## src/design/fsrs_pkg.sv

```systemverilog
/*
 * Shared constants for the flash command interpreter: opcodes, register map,
 * field positions, operation states and default operation lengths.
 * Assumes nothing beyond a SystemVerilog compiler.
 */
`default_nettype none
package fsrs_pkg;
	localparam logic [7:0] OPC_WRITE_ENABLE = 8'h06;
	localparam logic [7:0] OPC_PAGE_PROG    = 8'h02;
	localparam logic [7:0] OPC_SECTOR_ERASE = 8'h20;
	localparam logic [7:0] OPC_RESUME       = 8'h7A;
	localparam logic [7:0] OPC_RESUME_ALT   = 8'h30;
	localparam logic [7:0] OPC_RESET_ARM    = 8'h66;
	localparam logic [7:0] OPC_RESET_EXEC   = 8'h99;
	localparam logic [7:0] OPC_NO_OP        = 8'h00;
	localparam logic [7:0] OPC_READ_PARAM   = 8'h5A;

	// byte positions inside a frame, opcode is byte 0
	localparam logic [2:0] BYTE_ADDR_LAST = 3'h3;
	localparam logic [2:0] BYTE_DUMMY     = 3'h4;
	localparam logic [2:0] BYTE_PP_MIN    = 3'h5;
	localparam logic [2:0] BYTE_SAT       = 3'h7;

	localparam logic [7:0] REG_CTRL     = 8'h00;
	localparam logic [7:0] REG_STATUS   = 8'h04;
	localparam logic [7:0] REG_SECURITY = 8'h08;

	localparam int CTRL_XIP     = 0;
	localparam int CTRL_SUSPEND = 1;
	localparam int ST_WIP       = 0;
	localparam int ST_WEL       = 1;
	localparam int ST_ARM       = 4;
	localparam int ST_RECOVER   = 5;
	localparam int SEC_PSB      = 2;
	localparam int SEC_ESB      = 3;

	localparam int SECTOR_LSB = 12;
	localparam int CNT_W      = 24;

	localparam logic [CNT_W-1:0] PROG_CYC_DEF      = 24'h00_0100;
	localparam logic [CNT_W-1:0] ERASE_CYC_DEF     = 24'h00_0400;
	localparam logic [CNT_W-1:0] RCV_PGM_CYC_DEF   = 24'h00_0040;
	localparam logic [CNT_W-1:0] RCV_OTHER_CYC_DEF = 24'h00_0010;

	typedef enum logic [1:0] {
		OP_IDLE    = 2'b00,
		OP_PROGRAM = 2'b01,
		OP_ERASE   = 2'b10,
		OP_RECOVER = 2'b11
	} fsrs_op_e;
endpackage : fsrs_pkg
`default_nettype wire

```

## src/design/fsrs_core.sv

```systemverilog
/*
 * Serial flash command interpreter: erase-suspend programming, resume,
 * two-step software reset, parameter table read, APB status/control.
 * Assumes a mode-0 serial host with SCLK far slower than CLK_SYS (>= 8x).
 */
// Local design decisions: the register offsets and register access over APB.
`timescale 1ns/100ps
`default_nettype none
module fsrs_core import fsrs_pkg::*; #(
	parameter logic [CNT_W-1:0] PROG_CYC      = PROG_CYC_DEF,
	parameter logic [CNT_W-1:0] ERASE_CYC     = ERASE_CYC_DEF,
	parameter logic [CNT_W-1:0] RCV_PGM_CYC   = RCV_PGM_CYC_DEF,
	parameter logic [CNT_W-1:0] RCV_OTHER_CYC = RCV_OTHER_CYC_DEF,
	parameter logic [7:0]       MFR_ID        = 8'hA5 // value arbitrary
) (
	input  wire logic        CLK_SYS,
	input  wire logic        RST,
	input  wire logic        SCLK,
	input  wire logic        CS_N,
	input  wire logic        SI,
	output logic             SO,
	output logic             SO_OE,
	input  wire logic        PSEL,
	input  wire logic        PENABLE,
	input  wire logic        PWRITE,
	input  wire logic [7:0]  PADDR,
	input  wire logic [31:0] PWDATA,
	output logic      [31:0] PRDATA,
	output logic             PREADY,
	output logic             PSLVERR
);
	logic                  sclk_s1, sclk_s2, sclk_s3;
	logic                  cs_n_s1, cs_n_s2, cs_n_s3;
	logic                  si_s1, si_s2;
	logic                  sclk_rise, sclk_fall, cs_on, cs_rise;
	logic [2:0]            bit_cnt, byte_cnt, obit;
	logic [7:0]            shreg, opcode, next_byte, out_sh, tab_byte;
	logic [23:0]           ptr;
	logic                  data_phase, first_load, next_load, byte_end;
	fsrs_op_e              op;
	logic [CNT_W-1:0]      op_cnt, sus_rem;
	logic                  write_enable_latch, write_in_progress, program_suspended_flag, erase_suspended_flag, arm, xip, pp_in_susp;
	logic [23-SECTOR_LSB:0] sus_sector;
	logic                  cmd_end, cmd_ok, one_byte, running, op_done;
	logic                  rst_ok, resume_ok, pp_ok, se_ok, susp_req, susp_ok;
	logic                  apb_wr, mapped;
	logic [31:0]           rd_word;

	// two-stage synchronisers; stage 3 only feeds edge detection
	always_ff @(posedge CLK_SYS or posedge RST) begin
		if (RST) begin
			sclk_s1 <= 1'b0;
			sclk_s2 <= 1'b0;
			sclk_s3 <= 1'b0;
			cs_n_s1 <= 1'b1;
			cs_n_s2 <= 1'b1;
			cs_n_s3 <= 1'b1;
			si_s1   <= 1'b0;
			si_s2   <= 1'b0;
		end else begin
			sclk_s1 <= SCLK;
			sclk_s2 <= sclk_s1;
			sclk_s3 <= sclk_s2;
			cs_n_s1 <= CS_N;
			cs_n_s2 <= cs_n_s1;
			cs_n_s3 <= cs_n_s2;
			si_s1   <= SI;
			si_s2   <= si_s1;
		end
	end

	assign sclk_rise  = sclk_s2 & ~sclk_s3;
	assign sclk_fall  = ~sclk_s2 & sclk_s3;
	assign cs_on      = ~cs_n_s2;
	assign cs_rise    = cs_n_s2 & ~cs_n_s3;
	assign next_byte  = {shreg[6:0], si_s2};
	assign byte_end   = cs_on & sclk_rise & (bit_cnt == 3'h7);
	assign first_load = byte_end & (byte_cnt == BYTE_DUMMY) & (opcode == OPC_READ_PARAM);
	assign next_load  = data_phase & sclk_fall & (obit == 3'h7);

	// input shifter, msb first on rising serial clock
	always_ff @(posedge CLK_SYS or posedge RST) begin
		if (RST) begin
			shreg    <= 8'h00;
			bit_cnt  <= 3'h0;
			byte_cnt <= 3'h0;
			opcode   <= 8'h00;
		end else if (!cs_on) begin
			bit_cnt  <= 3'h0;
			byte_cnt <= 3'h0;
		end else if (sclk_rise) begin
			shreg   <= next_byte;
			bit_cnt <= bit_cnt + 3'h1;
			if (bit_cnt == 3'h7) begin
				if (byte_cnt != BYTE_SAT)
					byte_cnt <= byte_cnt + 3'h1;
				if (byte_cnt == 3'h0)
					opcode <= next_byte;
			end
		end
	end

	// address bytes, then post-increment while the table streams out
	always_ff @(posedge CLK_SYS or posedge RST) begin
		if (RST) begin
			ptr <= 24'h00_0000;
		end else if (byte_end && byte_cnt != 3'h0 && byte_cnt <= BYTE_ADDR_LAST) begin
			ptr <= {ptr[15:0], next_byte};
		end else if (first_load || next_load) begin
			ptr <= ptr + 24'h00_0001;
		end
	end

	fsrs_ptab #(
		.MFR_ID (MFR_ID)
	) u_ptab (
		.addr (ptr),
		.data (tab_byte)
	);

	// output drives on falling serial clock so the host samples on rising
	always_ff @(posedge CLK_SYS or posedge RST) begin
		if (RST) begin
			data_phase <= 1'b0;
			out_sh     <= 8'h00;
			obit       <= 3'h0;
			SO         <= 1'b0;
			SO_OE      <= 1'b0;
		end else if (!cs_on) begin
			data_phase <= 1'b0;
			obit       <= 3'h0;
			SO_OE      <= 1'b0;
		end else if (first_load) begin
			data_phase <= 1'b1;
			out_sh     <= tab_byte;
			obit       <= 3'h0;
		end else if (data_phase && sclk_fall) begin
			SO    <= out_sh[7];
			SO_OE <= 1'b1;
			obit  <= obit + 3'h1;
			out_sh <= (obit == 3'h7) ? tab_byte : {out_sh[6:0], 1'b0};
		end
	end

	// command decode at the closing chip-select edge; partial bytes discard
	assign cmd_end   = cs_rise & (bit_cnt == 3'h0) & (byte_cnt != 3'h0);
	assign cmd_ok    = cmd_end & (op != OP_RECOVER);
	assign one_byte  = byte_cnt == 3'h1;
	assign running   = (op == OP_PROGRAM) | (op == OP_ERASE);
	assign op_done   = (op != OP_IDLE) & (op_cnt == 24'h00_0001);
	assign rst_ok    = cmd_ok & one_byte & (opcode == OPC_RESET_EXEC) & arm;
	assign resume_ok = cmd_ok & one_byte & (opcode == OPC_RESUME || opcode == OPC_RESUME_ALT)
		& ~xip & (op == OP_IDLE) & (program_suspended_flag | erase_suspended_flag);
	assign pp_ok     = cmd_ok & (opcode == OPC_PAGE_PROG) & (byte_cnt >= BYTE_PP_MIN) & write_enable_latch
		& (op == OP_IDLE) & ~program_suspended_flag & (~erase_suspended_flag | (ptr[23:SECTOR_LSB] != sus_sector));
	assign se_ok     = cmd_ok & (opcode == OPC_SECTOR_ERASE) & (byte_cnt == BYTE_DUMMY)
		& write_enable_latch & (op == OP_IDLE) & ~program_suspended_flag & ~erase_suspended_flag;
	assign apb_wr    = PSEL & PENABLE & PWRITE;
	assign susp_req  = apb_wr & (PADDR == REG_CTRL) & PWDATA[CTRL_SUSPEND];
	// a program begun inside an erase suspend cannot itself be suspended
	assign susp_ok   = susp_req & running & ~pp_in_susp & ~op_done;

	always_ff @(posedge CLK_SYS or posedge RST) begin
		if (RST) begin
			op         <= OP_IDLE;
			op_cnt     <= 24'h00_0000;
			sus_rem    <= 24'h00_0000;
			sus_sector <= '0;
			write_enable_latch        <= 1'b0;
			write_in_progress        <= 1'b0;
			program_suspended_flag        <= 1'b0;
			erase_suspended_flag        <= 1'b0;
			arm        <= 1'b0;
			xip        <= 1'b0;
			pp_in_susp <= 1'b0;
		end else if (rst_ok) begin
			// abort whatever runs; array contents may be left damaged
			op         <= OP_RECOVER;
			op_cnt     <= (op == OP_PROGRAM) ? RCV_PGM_CYC : RCV_OTHER_CYC;
			sus_rem    <= 24'h00_0000;
			write_enable_latch        <= 1'b0;
			write_in_progress        <= 1'b0;
			program_suspended_flag        <= 1'b0;
			erase_suspended_flag        <= 1'b0;
			arm        <= 1'b0;
			xip        <= 1'b0;
			pp_in_susp <= 1'b0;
		end else begin
			if (op_done) begin
				op <= OP_IDLE;
				if (op != OP_RECOVER) begin
					write_enable_latch        <= 1'b0;
					write_in_progress        <= 1'b0;
					pp_in_susp <= 1'b0;
				end
			end else if (op != OP_IDLE) begin
				op_cnt <= op_cnt - 24'h00_0001;
			end
			if (susp_ok) begin
				op      <= OP_IDLE;
				sus_rem <= op_cnt;
				write_enable_latch     <= 1'b0;
				write_in_progress     <= 1'b0;
				program_suspended_flag     <= op == OP_PROGRAM;
				erase_suspended_flag     <= op == OP_ERASE;
			end
			if (cmd_ok)
				arm <= one_byte & (opcode == OPC_RESET_ARM);
			if (cmd_ok && one_byte && opcode == OPC_WRITE_ENABLE && !program_suspended_flag)
				write_enable_latch <= 1'b1;
			if (pp_ok) begin
				op         <= OP_PROGRAM;
				op_cnt     <= PROG_CYC;
				write_in_progress        <= 1'b1;
				pp_in_susp <= erase_suspended_flag;
			end
			if (se_ok) begin
				op         <= OP_ERASE;
				op_cnt     <= ERASE_CYC;
				write_in_progress        <= 1'b1;
				sus_sector <= ptr[23:SECTOR_LSB];
			end
			if (resume_ok) begin
				op     <= program_suspended_flag ? OP_PROGRAM : OP_ERASE;
				op_cnt <= sus_rem;
				write_enable_latch    <= 1'b1;
				write_in_progress    <= 1'b1;
				program_suspended_flag    <= 1'b0;
				erase_suspended_flag    <= 1'b0;
			end
			if (apb_wr && PADDR == REG_CTRL)
				xip <= PWDATA[CTRL_XIP];
		end
	end

	// zero-wait APB slave; read word latched in the setup cycle
	assign PREADY  = 1'b1;
	assign mapped  = (PADDR == REG_CTRL) | (PADDR == REG_STATUS) | (PADDR == REG_SECURITY);
	assign PSLVERR = PSEL & PENABLE & ~mapped;

	always_comb begin
		rd_word = 32'h0000_0000;
		if (PADDR == REG_CTRL) begin
			rd_word[CTRL_XIP] = xip;
		end else if (PADDR == REG_STATUS) begin
			rd_word[ST_WIP]     = write_in_progress;
			rd_word[ST_WEL]     = write_enable_latch;
			rd_word[ST_ARM]     = arm;
			rd_word[ST_RECOVER] = op == OP_RECOVER;
		end else if (PADDR == REG_SECURITY) begin
			rd_word[SEC_PSB] = program_suspended_flag;
			rd_word[SEC_ESB] = erase_suspended_flag;
		end
	end

	always_ff @(posedge CLK_SYS or posedge RST) begin
		if (RST)
			PRDATA <= 32'h0000_0000;
		else if (PSEL && !PENABLE)
			PRDATA <= rd_word;
	end
endmodule : fsrs_core
`default_nettype wire

```

## src/design/fsrs_ptab.sv

```systemverilog
/*
 * Discoverable parameter header lookup, one byte per address.
 * Assumes the caller registers the byte; locations past the headers read FFh.
 */
`timescale 1ns/100ps
`default_nettype none
module fsrs_ptab #(
	parameter logic [7:0] MFR_ID = 8'hA5 // value arbitrary
) (
	input  wire logic [23:0] addr,
	output logic      [7:0]  data
);
	always_comb begin
		data = 8'hFF;
		if (addr[23:5] == 19'h0_0000) begin
			unique case (addr[4:0])
				5'h00: data = 8'h53;
				5'h01: data = 8'h46;
				5'h02: data = 8'h44;
				5'h03: data = 8'h50;
				5'h04: data = 8'h00;
				5'h05: data = 8'h01;
				5'h06: data = 8'h01;
				5'h08: data = 8'h00;
				5'h09: data = 8'h00;
				5'h0A: data = 8'h01;
				5'h0B: data = 8'h09;
				5'h0C: data = 8'h30;
				5'h0D: data = 8'h00;
				5'h0E: data = 8'h00;
				5'h10: data = MFR_ID;
				5'h11: data = 8'h00;
				5'h12: data = 8'h01;
				5'h13: data = 8'h04;
				5'h14: data = 8'h60;
				5'h15: data = 8'h00;
				5'h16: data = 8'h00;
				default: data = 8'hFF;
			endcase
		end
	end
endmodule : fsrs_ptab
`default_nettype wire

```

## config.mk

```make
export PLATFORM = sky130hd
export DESIGN_NAME = fsrs_core
export DESIGN_NICKNAME = d
export VERILOG_FILES = /design/src/design/fsrs_pkg.sv /design/src/design/fsrs_core.sv /design/src/design/fsrs_ptab.sv
export SDC_FILE = /design/constraint.sdc
export NUM_CORES = 1
export LEC_CHECK = 0
export BUFFER_PORTS_ARGS = -buffer_cell sky130_fd_sc_hd__buf_2
export CORE_ASPECT_RATIO = 2
export CORE_MARGIN = 2
export CORE_UTILIZATION = 30
export DETAILED_ROUTE_END_ITERATION = 7
export SETUP_SLACK_MARGIN = 0.05
export SLEW_MARGIN = 40
export SYNTH_ARGS = -nofsm -noshare
export SYNTH_HDL_FRONTEND = slang
export SYNTH_SLANG_ARGS = --single-unit
```

## constraint.sdc

```tcl
create_clock -name CLK_SYS -period 6 [get_ports CLK_SYS]
set_input_delay 0.9 -clock CLK_SYS [delete_from_list [all_inputs] [get_ports CLK_SYS]]
set_output_delay 0.9 -clock CLK_SYS [all_outputs]
set_load 0.02 [all_outputs]
```

==> impl_metrics.ini <==
[routing]
drc = 0
dr.pass1.iters = 4
drt_iter0_markers = 336
viasPerCell = 5.20
postRouteAntennaNets = 0
vias = 6257
wl_mm = 19.6
wire_per_inst_um = 16.3

[timing]
final.setup.tns_ns = 0
hold_viol_final = 0
setup_viol = 0
rsz0062_at_grt = false
skew_ns = 0.0101
fin_crit_sh_pct = 59.9
max_slew_margin_pct = 37.0
min_period_ns = 3.59
tightest_slew_ns = 0.937
slew_viol_final = 0
timing.fmax_ghz = 0.278

[layout]
antennaDiodeCount = 0
fillerInstances = 2699
final_common_cell = dfrtp_1
layout_common_cells = dfrtp_1, nand2_1, a21oi_1
fin_area_um2 = 8940
drive_above_1_share_pct = 14.0
area_growth_pct = 12.3
nNetsFinal = 916

[cts]
post_cts_buffers = 0
post_cts_resized = 0
htreeDepth = 4
clkLatencyLatePin_ns = 0.44
ctsHoldBuffers = 0
clkTransAtPathRegs_ns = 0.06
cts_buffers = 17
cts.sinks = 142
cts_tree = done
cts_max_path_buffers = 2
cts_root_buffer = clkbuf_16

[place]
gp_congestion = 0.810
place_area_um2 = 8330
port_buffers = 26
place_hpwl_mm = 13.8

[grt]
gr-total-overflow = 0
grt_pass1_wl_mm = 32.8
grt_pass1_vias = 6468
grt.total_usage_pct = 14.8
grt_max_degree = 97
antenna_found_initial = 0

[die]
num_rows = 84
die-area_um2 = 27900
core_um2 = 26200
die_h_um = 234
initial_utilization_pct = 30.4
die_w_um = 119
ioPinCount = 84

[synthesis]
synth_top_cells_by_area = dfrtp_1, a21oi_1, nand2_1, mux2_2, ha_1
async_flop_share_pct = 100
synth_warnings = 0
post_synth_instance_area_um2 = 7960
synthCells = 848
synth-edff-count = 0
synth_area_per_cell_um2 = 9.38
ys_ff_latch = 142
yosysSeqAreaShare_pct = 44.7
ys_types = 72
synth_top_area_share_pct = 43.7
ys.flop_type = dfrtp_1
yosysTopAreaCell = dfrtp_1

[setup_path]
startpoint_type = register
endpoint_kind = register
critPathRequiredTime_ns = 6.33
cp.arrival_ns = 3.92
cp_max_fo = 39
critical_path_class = reg -> reg

[power]
leakagePower_nw = 3.85
p_per_area_nw_per_um2 = 239
vdd_drop_max_mv = 0.195

[run]
max-cap-violations = 0

[run_status]
status = completed

[worst_hold_path]
hold_path_class = reg -> reg
## final cells by class
class,instances,area (µm²),share of cell area [%]
Timing Repair Buffer,38,218,2.44
Tap cell,344,430,4.82
Clock buffer,17,425,4.76
Sequential cell,142,3560,39.8
Multi-Input combinational cell,627,4060,45.4
Clock inverter,15,164,1.83
Inverter,21,86.3,0.966
## sequential cells by signal (all words and copies together) (netlist names), 6 cells and up
register,flops
op_cnt,24
ptr,24
sus_rem,24
sus_sector,12
opcode,8
out_sh,8
shreg,7
PRDATA,6
## stage by stage
| step | total power, mW | cells | hold WS [ns] | utilization [%] | setup slack [ns] |
|---|---|---|---|---|---|
| 2_1_floorplan | 1.08 | 873 | 0.331 | - | 1.30 |
| 6_report | 2.13 | 1204 | 0.346 | 34.1 | 2.41 |
| 5_1_grt | 2.21 | 1204 | 0.358 | 34.1 | 2.19 |
| 3_5_place_dp | 1.10 | 1172 | 0.336 | 31.8 | 2.42 |
| 3_3_place_gp | 1.09 | 1170 | 0.335 | 31.7 | 2.45 |
| 4_1_cts | 2.16 | 1204 | 0.350 | 34.1 | 2.40 |
## cell families (layout without fill, tap and decap cells)
group,after synthesis,count (layout),synth area share (%)
flip-flops,142,142,44.7
buffers and inverters,104,91,6.29
AO/OA/AOI/OAI,196,196,16.0
XOR/XNOR,41,41,4.51
other,2,27,0.0944
adder cells (fa/ha/maj),21,21,3.30
AND/OR/NAND/NOR,304,304,19.7
multiplexers,38,38,5.39
## worst max-delay path: stages (launching register included)
cell	delay (ns)
dfstp_2	0.71
or3b_1	0.37
or4b_1	0.75
nor4_4	0.30
buf_4	0.31
a211oi_4	0.04
buf_4	0.27
and2_1	0.33
a2111oi_4	0.39
## synth_stat cells (4+ instances only)
cell type and instances:
dfrtp_1 139, a21oi_1 93, nand2_1 93, nor2_1 69, clkbuf_1 47, mux2_2 29
xnor2_1 29, buf_4 27, ha_1 21, inv_1 21, o21ai_0 21, nor4_1 20
nand3_1 19, nand4_1 17, nor3_1 16, xor2_1 12, a22o_1 11, o211a_1 10
and3_1 8, mux2i_1 8, a211oi_1 7, a22oi_1 7, a31oi_1 7, buf_2 7
and4_1 6, nor2b_1 6, o211ai_1 6, or4_1 6, and2_1 5, nand2b_1 5
or3_1 5, nor4bb_1 4
## final timing paths
kind / from / endpoint / slack [ns] / cells after the start
max: cs_n_s2 / op_cnt[3] / 2.41 / 8
min reg2reg: sclk_s1 / sclk_s2 / 0.35 / 0
max reg2reg: cs_n_s2 / op_cnt[3] / 2.41 / 8
min: sclk_s1 / sclk_s2 / 0.35 / 0
min in group asynchronous: RST / sus_sector[9] / 0.57 / 2
max in group asynchronous: RST / PRDATA[0] / 4.31 / 3
## metal layers
| layer | vias to the layer above | global-route usage, % | share of wire (%) |
|---|---|---|---|
| li1 | 2970 | - | - |
| met3 | 45 | 2.14 | 2.2 |
| met1 | 3117 | 14.2 | 35 |
| met5 | - | 0 | 0 |
| met2 | 125 | 28.7 | 58 |
| met4 | 0 | 9.71 | 4.5 |
## where the power goes
part	leakage (nW)	switching [mW]	internal (mW)	total, mW
registers	1.82	0.0237	0.981	1.01
logic	1.76	0.0460	0.0237	0.0697
clock network	0.272	0.444	0.616	1.06
total	3.85	0.514	1.62	2.13
Note: power is estimated with default switching activity, not from simulation.
